===== config.mk =====
export PLATFORM = sky130hd
export DESIGN_NAME = ppfs_top
export DESIGN_NICKNAME = d
export VERILOG_FILES = /design/src/hdl/ppfs_top.v /design/src/hdl/ppfs_code_rx.v
export VERILOG_INCLUDE_DIRS = /design/src /design/src/hdl
export SDC_FILE = /design/constraint.sdc
export NUM_CORES = 1
export LEC_CHECK = 0
export BUFFER_PORTS_ARGS = -buffer_cell sky130_fd_sc_hd__buf_4
export CORE_MARGIN = 2
export CORE_UTILIZATION = 27
export CTS_BUF_LIST = sky130_fd_sc_hd__clkbuf_4
export CTS_CLUSTER_DIAMETER = 60
export DETAILED_ROUTE_END_ITERATION = 12
export PLACE_DENSITY = 0.49
export SYNTH_ARGS = -nofsm -noshare
export SYNTH_HDL_FRONTEND = slang
export SYNTH_SLANG_ARGS = --single-unit

===== constraint.sdc =====
create_clock -name ref_clk_in -period 5 [get_ports ref_clk_in]
set_input_delay 0.25 -clock ref_clk_in [delete_from_list [all_inputs] [get_ports ref_clk_in]]
set_output_delay 0.25 -clock ref_clk_in [all_outputs]
set_load 0.02 [all_outputs]

===== src/hdl/ppfs_defs.vh =====
`ifndef PPFS_DEFS_VH
`define PPFS_DEFS_VH

// Register indices; byte address is four times the index
`define PPFS_IDX_REMAP 6'h26
`define PPFS_IDX_RANK12 6'h27
`define PPFS_IDX_RANK34 6'h28
`define PPFS_IDX_CTRL 6'h29
`define PPFS_IDX_POWER 6'h2a
`define PPFS_IDX_RESET 6'h2b
`define PPFS_IDX_STATUS 6'h2c

// Reset values
`define PPFS_RST_REMAP 8'he4
`define PPFS_RST_RANK 8'h00
`define PPFS_RST_CTRL 8'h00

// Field layout
`define PPFS_RANK_MASK 8'h77
`define PPFS_RANK_LO 0
`define PPFS_RANK_HI 4
`define PPFS_CTRL_MODE3 0
`define PPFS_CODE_W 3

// Timing
`define PPFS_COOL_US 1000
`define PPFS_CLK_MHZ 20

`endif


===== src/hdl/ppfs_top.v =====
// Notes on behaviour
// - Each logical port carries a 2-bit code naming its physical port 1-4.
// - A remap write that gives one code to two ports is dropped whole.
// - Rank register 27h holds port 1 rank in bits 2:0, port 2 in 6:4.
// - Rank register 28h holds port 3 rank in bits 2:0, port 4 in 6:4.
// - Ranks act on shutdown codes only while 3-bit mode is selected.
// - A code at or below a port's rank powers that port off.
// - A code above a port's rank leaves that port as it is.
// - Rank 000 falls only to code 000 and rank 111 to any code.
// - A rank turn-off acts as a port reset but keeps cool-down running.
`timescale 1ns/1ps
`include "ppfs_defs.vh"

module ppfs_top #(
   parameter NUM_PORTS = 4,
   parameter COOL_CYCLES = `PPFS_COOL_US * `PPFS_CLK_MHZ,
   parameter ADDR_W = 8
) (
   input wire ref_clk_in, // 20 MHz clock
   input wire rst_in, // Synchronous reset, active high
   input wire psel_in, // APB select
   input wire penable_in, // APB enable
   input wire pwrite_in, // APB direction, high for write
   input wire [ADDR_W-1:0] paddr_in, // APB byte address
   input wire [31:0] pwdata_in, // APB write data
   output reg [31:0] prdata_out, // APB read data
   output reg pready_out, // APB ready
   output reg pslverr_out, // APB error, unmapped address
   input wire shutdown_frame_in, // Shutdown frame pin
   input wire shutdown_strobe_in, // Shutdown bit strobe pin
   input wire fast_shutdown_code_input_in, // Shutdown serial data pin
   input wire [NUM_PORTS-1:0] phys_fault_in, // Fault per physical port
   output reg [NUM_PORTS-1:0] phys_power_out // Gate enable per phys port
);

   localparam ST_IDLE = 3'b001;
   localparam ST_POWERED = 3'b010;
   localparam ST_COOLING = 3'b100;
   localparam CNT_W = 32;

   // Register file
   reg [7:0] remap;
   reg [7:0] rank12;
   reg [7:0] rank34;
   reg [7:0] ctrl;

   // Per-port state, gathered from the flip-flops of each port below
   // so that every vector has a single driver
   wire [3*NUM_PORTS-1:0] port_state;
   wire [NUM_PORTS-1:0] fault_flag;
   wire [CNT_W*NUM_PORTS-1:0] cool_cnt;
   reg [`PPFS_CODE_W-1:0] last_code;

   // Fault pin synchronisers
   reg [NUM_PORTS-1:0] fault_meta;
   reg [NUM_PORTS-1:0] fault_sync;

   // Bus decode
   wire [5:0] idx;
   wire aligned;
   wire access;
   wire commit;
   reg mapped;
   reg [7:0] read_data;
   reg next_pready;
   reg next_pslverr;
   reg [31:0] next_prdata;

   // Write strobes, one cycle each
   wire wr_remap;
   wire wr_rank12;
   wire wr_rank34;
   wire wr_ctrl;
   wire wr_power;
   wire wr_reset;
   wire remap_ok;

   // Shutdown code path
   wire code_valid;
   wire [`PPFS_CODE_W-1:0] code;
   wire mode3;
   wire [3*NUM_PORTS-1:0] rank_all;
   wire [2*NUM_PORTS-1:0] remap_all;

   // Per-port decisions
   wire [NUM_PORTS-1:0] powered;
   wire [NUM_PORTS-1:0] cooling;
   wire [NUM_PORTS-1:0] rank_off;
   wire [NUM_PORTS-1:0] port_fault;
   wire [NUM_PORTS-1:0] on_req;
   wire [NUM_PORTS-1:0] rst_req;
   wire [NUM_PORTS-1:0] next_phys;

   function is_perm;
      input [7:0] v;
      begin
         is_perm = (v[1:0] != v[3:2]) && (v[1:0] != v[5:4]) &&
                   (v[1:0] != v[7:6]) && (v[3:2] != v[5:4]) &&
                   (v[3:2] != v[7:6]) && (v[5:4] != v[7:6]);
      end
   endfunction

   ppfs_code_rx i_ppfs_code_rx (
      .ref_clk_in(ref_clk_in),
      .rst_in(rst_in),
      .frame_in(shutdown_frame_in),
      .strobe_in(shutdown_strobe_in),
      .fast_shutdown_code_input_in(fast_shutdown_code_input_in),
      .code_valid_out(code_valid),
      .code_out(code)
   );

   // APB decode. Registers sit at index times four; low bits must be zero.
   assign idx = paddr_in[7:2];
   assign aligned = (paddr_in[1:0] == 2'h0);
   assign access = psel_in & penable_in;
   assign commit = access & pready_out & pwrite_in & ~pslverr_out;

   // Writes land only at the edge where the master sees ready
   assign wr_remap = commit && idx == `PPFS_IDX_REMAP;
   assign wr_rank12 = commit && idx == `PPFS_IDX_RANK12;
   assign wr_rank34 = commit && idx == `PPFS_IDX_RANK34;
   assign wr_ctrl = commit && idx == `PPFS_IDX_CTRL;
   assign wr_power = commit && idx == `PPFS_IDX_POWER;
   assign wr_reset = commit && idx == `PPFS_IDX_RESET;

   // A duplicate code would give one physical port two owners
   assign remap_ok = is_perm(pwdata_in[7:0]);

   // Read mux; unaligned or unknown offsets answer with an error
   always @* begin
      mapped = 1'b1;
      read_data = 8'h00;
      case (idx)
         `PPFS_IDX_REMAP: read_data = remap;
         `PPFS_IDX_RANK12: read_data = rank12;
         `PPFS_IDX_RANK34: read_data = rank34;
         `PPFS_IDX_CTRL: read_data = ctrl;
         `PPFS_IDX_POWER: read_data = {cooling, powered};
         `PPFS_IDX_RESET: read_data = 8'h00;
         `PPFS_IDX_STATUS: read_data = {1'b0, last_code, fault_flag};
         default: mapped = 1'b0;
      endcase
      if (!aligned) begin
         mapped = 1'b0;
      end
   end

   // One wait state: ready rises the cycle after the access phase opens,
   // so read data is already stable when the master samples it.
   always @* begin
      next_pready = 1'b0;
      next_pslverr = 1'b0;
      next_prdata = prdata_out;
      if (access && !pready_out) begin
         next_pready = 1'b1;
         next_pslverr = ~mapped;
         if (mapped && !pwrite_in) begin
            next_prdata = {24'h000000, read_data};
         end else begin
            next_prdata = 32'h00000000;
         end
      end
   end

   always @(posedge ref_clk_in) begin
      if (rst_in) begin
         pready_out <= 1'b0;
         pslverr_out <= 1'b0;
         prdata_out <= 32'h00000000;
      end else begin
         pready_out <= next_pready;
         pslverr_out <= next_pslverr;
         prdata_out <= next_prdata;
      end
   end

   // Configuration registers
   always @(posedge ref_clk_in) begin
      if (rst_in) begin
         remap <= `PPFS_RST_REMAP;
         rank12 <= `PPFS_RST_RANK;
         rank34 <= `PPFS_RST_RANK;
         ctrl <= `PPFS_RST_CTRL;
      end else begin
         if (wr_remap && remap_ok) begin
            remap <= pwdata_in[7:0];
         end
         // Bits 3 and 7 are not kept, so they read back as 0
         if (wr_rank12) begin
            rank12 <= pwdata_in[7:0] & `PPFS_RANK_MASK;
         end
         if (wr_rank34) begin
            rank34 <= pwdata_in[7:0] & `PPFS_RANK_MASK;
         end
         if (wr_ctrl) begin
            ctrl <= {7'h00, pwdata_in[`PPFS_CTRL_MODE3]};
         end
      end
   end

   // Last complete code, kept for software to read back
   always @(posedge ref_clk_in) begin
      if (rst_in) begin
         last_code <= {`PPFS_CODE_W{1'b0}};
      end else if (code_valid) begin
         last_code <= code;
      end
   end

   // Fault pins come from outside the clock domain
   always @(posedge ref_clk_in) begin
      if (rst_in) begin
         fault_meta <= {NUM_PORTS{1'b0}};
         fault_sync <= {NUM_PORTS{1'b0}};
      end else begin
         fault_meta <= phys_fault_in;
         fault_sync <= fault_meta;
      end
   end

   // Rank fields flattened, logical port 1 in the lowest bits
   assign mode3 = ctrl[`PPFS_CTRL_MODE3];
   assign remap_all = remap;
   assign rank_all = {rank34[`PPFS_RANK_HI+2:`PPFS_RANK_HI],
                      rank34[`PPFS_RANK_LO+2:`PPFS_RANK_LO],
                      rank12[`PPFS_RANK_HI+2:`PPFS_RANK_HI],
                      rank12[`PPFS_RANK_LO+2:`PPFS_RANK_LO]};

   genvar g;
   generate
      for (g = 0; g < NUM_PORTS; g = g + 1) begin : g_port
         wire [1:0] phys_sel;
         wire [2:0] rank;
         wire [2:0] state;
         wire [CNT_W-1:0] cnt;
         reg [2:0] next_state;
         reg [CNT_W-1:0] next_cnt;
         reg [2:0] state_q;
         reg [CNT_W-1:0] cnt_q;
         reg flag_q;
         reg phys_on;
         integer l;

         assign phys_sel = remap_all[2*g+1:2*g];
         assign rank = rank_all[3*g+2:3*g];
         assign port_state[3*g+2:3*g] = state_q;
         assign cool_cnt[CNT_W*g+CNT_W-1:CNT_W*g] = cnt_q;
         assign fault_flag[g] = flag_q;
         assign state = state_q;
         assign cnt = cnt_q;

         assign powered[g] = (state == ST_POWERED);
         assign cooling[g] = (state == ST_COOLING);
         // Fault seen on the physical port this logical port drives
         assign port_fault[g] = fault_sync[phys_sel];
         // Ranks ignored unless 3-bit mode is on; compare is unsigned,
         // so rank 111 falls to any code and 000 only to 000.
         assign rank_off[g] = code_valid && mode3
                              && (code <= rank);
         // Bus requests address logical ports, one bit each
         assign on_req[g] = wr_power & pwdata_in[g];
         assign rst_req[g] = wr_reset & pwdata_in[g];

         always @* begin
            next_state = state;
            next_cnt = cnt;
            case (state)
               ST_IDLE: begin
                  if (on_req[g] && !rst_req[g] && !rank_off[g]) begin
                     next_state = ST_POWERED;
                  end
               end
               ST_POWERED: begin
                  if (rst_req[g] || rank_off[g]) begin
                     next_state = ST_IDLE;
                  end else if (port_fault[g]) begin
                     next_state = ST_COOLING;
                     next_cnt = COOL_CYCLES;
                  end
               end
               ST_COOLING: begin
                  // A rank turn-off finds the port already off and
                  // leaves the count alone; only a reset cancels it.
                  if (rst_req[g]) begin
                     next_state = ST_IDLE;
                     next_cnt = {CNT_W{1'b0}};
                  end else if (cnt <= 1) begin
                     next_state = ST_IDLE;
                     next_cnt = {CNT_W{1'b0}};
                  end else begin
                     next_cnt = cnt - 1;
                  end
               end
               default: begin
                  next_state = ST_IDLE;
                  next_cnt = {CNT_W{1'b0}};
               end
            endcase
         end

         always @(posedge ref_clk_in) begin
            if (rst_in) begin
               state_q <= ST_IDLE;
               cnt_q <= {CNT_W{1'b0}};
            end else begin
               state_q <= next_state;
               cnt_q <= next_cnt;
            end
         end

         // Fault flag clears as a reset does; a new fault wins the clash
         always @(posedge ref_clk_in) begin
            if (rst_in) begin
               flag_q <= 1'b0;
            end else if (powered[g] && port_fault[g]) begin
               flag_q <= 1'b1;
            end else if (rst_req[g] || rank_off[g]) begin
               flag_q <= 1'b0;
            end
         end

         // Physical port g is driven by whichever logical port names it
         always @* begin
            phys_on = 1'b0;
            for (l = 0; l < NUM_PORTS; l = l + 1) begin
               if ({30'h0, remap_all[2*l+:2]} == g && powered[l]) begin
                  phys_on = 1'b1;
               end
            end
         end
         assign next_phys[g] = phys_on;
      end
   endgenerate

   // Registered so the gate pins never see a decode glitch
   always @(posedge ref_clk_in) begin
      if (rst_in) begin
         phys_power_out <= {NUM_PORTS{1'b0}};
      end else begin
         phys_power_out <= next_phys;
      end
   end

endmodule


===== src/hdl/ppfs_code_rx.v =====
`timescale 1ns/1ps
`include "ppfs_defs.vh"

module ppfs_code_rx (
   input wire ref_clk_in, // 20 MHz clock
   input wire rst_in, // Synchronous reset, active high
   input wire frame_in, // Shutdown frame pin, high during a word
   input wire strobe_in, // Bit strobe pin, data taken on rising edge
   input wire fast_shutdown_code_input_in, // Serial code data pin
   output reg code_valid_out, // One-cycle pulse, code complete
   output reg [`PPFS_CODE_W-1:0] code_out // Assembled code, MSB first
);

   reg [1:0] frame_sync;
   reg [1:0] strobe_sync;
   reg [1:0] data_sync;
   reg strobe_last;
   reg [1:0] bit_count;
   reg [`PPFS_CODE_W-1:0] shift;
   wire strobe_rise;

   assign strobe_rise = strobe_sync[1] & ~strobe_last;

   always @(posedge ref_clk_in) begin
      if (rst_in) begin
         frame_sync <= 2'h0;
         strobe_sync <= 2'h0;
         data_sync <= 2'h0;
         strobe_last <= 1'b0;
      end else begin
         frame_sync <= {frame_sync[0], frame_in};
         strobe_sync <= {strobe_sync[0], strobe_in};
         data_sync <= {data_sync[0], fast_shutdown_code_input_in};
         strobe_last <= strobe_sync[1];
      end
   end

   // Bits past the third in one frame are dropped until the frame ends
   always @(posedge ref_clk_in) begin
      if (rst_in) begin
         bit_count <= 2'h0;
         shift <= {`PPFS_CODE_W{1'b0}};
         code_valid_out <= 1'b0;
         code_out <= {`PPFS_CODE_W{1'b0}};
      end else begin
         code_valid_out <= 1'b0;
         if (!frame_sync[1]) begin
            bit_count <= 2'h0;
         end else if (strobe_rise && bit_count != 2'h3) begin
            shift <= {shift[`PPFS_CODE_W-2:0], data_sync[1]};
            bit_count <= bit_count + 2'h1;
            if (bit_count == 2'h2) begin
               code_valid_out <= 1'b1;
               code_out <= {shift[`PPFS_CODE_W-2:0], data_sync[1]};
            end
         end
      end
   end

endmodule


==> out/qor.csv <==
metric,value,unit
cell count after placement,1900,
number of H-tree levels,2,
post-CTS sizing,0,
Max Slew Vio Count,0,
combinational power share,4.0,%
Die H,208,um
initial antenna violation count,4,
GRT Total Usage,14.6,%
fin cells,2038,
Slew HR,25.6,%
Max Fclk,322,MHz
"top cells by count, synth","205 x dfxtp_1, 109 x nor2_1, 103 x nand2_1",
Crit Path Max Fanout,20,
unrepaired setup endpoints after global routing,no,
drt pass-1 iters,7,
sequential cell area fraction in the yosys report,36.4,%
setup TNS,0,ns
TritonCTS clock tree,yes,
share of cells above drive strength 1,13.1,%
switching share of total power,25.5,%
die area,43500,um^2
DRC viols,0,
YS warnings,0,
Starting Density,27.5,%
CP Launch Type,flop,
total power,3.39,mW
top-count cell post-synth,dfxtp_1,
via count,10595,
initial drt markers,569,
row cnt,74,
gr ovfl total,0,
CTS Buffer Depth,3,
Critical Path RT,5.63,ns
Clock transition at path regs,0.07,ns
DP HPWL,21300,um
"Cell Area, Placed",12000,um^2
Int Power,2.52,mW
r2r setup slk,1.89,ns
Hold Path Class,in -> reg,
Clock Latency Late Sink,0.79,ns
syn_area_per_cell,8.11,um^2
outcome,completed,
pin count of the biggest net entering global routing,63,
Synth area leaders,"dfxtp_1 36%, a21oi_1 4.4%, o21ai_0 3.6%, nor2_1 3.6%, nand2_1 3.4%",
CTS buffer count,59,
Die X,208,um
sequential power share,48.5,%
Tmin final,3.11,ns
"antenna viol nets, final",0,
clk_skew,0.0533,ns
crit path kind,reg -> reg,
Vias per Instance,5.20,
Avg WL per Cell,15.8,um
clock sink count,205,
Mapped Area,11300,um^2
Port-buffer cells,41,
Seq cells post-synth,205,
period utilisation layout,62.1,%
"Distinct cells, synth",86,
vias in the first global route,10088,
Net Sw Power,863,uW
routed wire length,32100,um
root buf cell,clkbuf_4,
Final setup viols,0,
critical path capture point type,flop,
Tightest Pin Transition,1.11,ns
Worst VDD drop,158,uV
pwr/cell area,260,nW/um^2
Final Hold Viols,0,
Clk pwr share,47.4,%
core box area,41000,um^2
Synth area leader,dfxtp_1,
number of synthesized flops with an enable pin,0,
post-synth top area share,36.4,%
GP Congestion,0.798,
first-pass GRT wire length,52300,um
fin area,13000,um^2
CP arrival,3.74,ns
Synth Instances,1392,
"Top FF cell, synth",dfxtp_1,
P&R area growth vs syn,15.2,%
max_cap viols,0,
# IOs,90,
Post-synth ARST share,0,%
final net count,1530,
Leak Pwr,4.94,nW
-- through the flow --
stage	util (%)	setup WS, ns	hold slack (ns)
2_1_floorplan	-	2.65	0.375
3_3_place_gp	29.2	1.80	0.427
3_5_place_dp	29.2	1.86	0.428
4_1_cts	31.7	1.92	0.0357
5_1_grt	31.7	1.59	0.0888
6_report	31.7	1.89	0.134
-- per-layer routing --
layer | share of wire (%) | track usage, % | wire length [um] | up-vias
met4 | 2.2 | 4.86 | 699 | 0
met3 | 4.5 | 3.41 | 1440 | 62
met2 | 46 | 24.2 | 14700 | 177
met5 | 0 | 0 | 0 | -
met1 | 48 | 18.6 | 15300 | 5033
li1 | - | - | - | 5323
-- cells by family (layout without fill, tap and decap cells) --
| family | Yosys count | in the layout | synth area share, % |
|---|---|---|---|
| compound gates | 372 | 372 | 20.9 |
| xor+xnor | 26 | 26 | 2.02 |
| fa+ha+maj | 22 | 22 | 2.44 |
| buf+inv | 138 | 225 | 5.54 |
| flops | 205 | 205 | 36.4 |
| mux | 32 | 32 | 3.28 |
| other cells | 1 | 28 | 0.0332 |
| simple gates | 596 | 596 | 29.4 |
-- sequential cells by signal, summed over array words and instances, names as in the netlist, 4 cells and up --
signal and cells:
g_port.state 12, phys_power_out 4, rank12 6, fault_meta 4, g_port.flag_q 4, fault_sync 4
prdata_out 8, g_port.cnt 128, rank34 6, remap 8
-- layout by cell type, fill, tap and decap left out, drive strengths merged, types with 11 or more instances in the layout --
cell and count:
clkinv 19, a31oi 37, dlygate4sd3 27, xor2 16
nand3 47, a21oi 99, o21ai 89, conb 24
nor4 34, or3 58, a22oi 11, nor2 110
nor2b 17, nand2 103, inv 38, clkbuf 86
mux2i 28, buf 54, ha 22, o211ai 17
nand4 21, or4 34, nor3 75, a211oi 19
nand2b 15, or2 22, o31ai 19, dfxtp 205
nand3b 14
-- what timing repair did --
item                      4_1_cts  5_1_grt
buffers inserted                0        0
hold endpoints to repair       50        0
hold buffers                   27        0
-- power by group through the flow --
stage          Combinational [mW]  Clock [mW]  Sequential (mW)
5_1_grt                     0.147        1.77             1.64
2_1_floorplan              0.0920           0             1.68
4_1_cts                     0.137        1.68             1.64
6_report                    0.136        1.61             1.64
3_5_place_dp                0.122           0             1.68
3_3_place_gp                0.121           0             1.68
-- worst max-delay path, stage by stage, from the launching register on --
cell     delay (ns)
dfxtp_1        0.48
ha_1           0.31
nand3_1        0.08
o21ai_0        0.10
o21ai_1        0.57
nand3_2        0.45
o21ai_2        0.84
nor2_1         0.11
-- path summary, 6_finish.rpt --
path                                             from                                       end  cells past startpoint
max reg2reg   i_ppfs_code_rx.code_out[1]$_SDFFE_PP0P_            g_port[0].cnt[13]$_SDFFE_PP0P_                      7
min                                           psel_in                     pready_out$_SDFF_PP0_                      3
min reg2reg  i_ppfs_code_rx.strobe_sync[0]$_SDFF_PP0_  i_ppfs_code_rx.strobe_sync[1]$_SDFF_PP0_                      1
max           i_ppfs_code_rx.code_out[1]$_SDFFE_PP0P_            g_port[0].cnt[13]$_SDFFE_PP0P_                      7
-- area by class of cell --
class | instances | area (um^2)
diodes | 4 | 10.0
clock buffers | 86 | 646
clock inverters | 21 | 106
fillers | 4397 | 28000
inverters | 37 | 139
multi-input cells | 1072 | 6660
flip-flops and latches | 205 | 4100
well taps | 532 | 666
repair buffers | 81 | 676
Power figures use the tool's default switching activity.
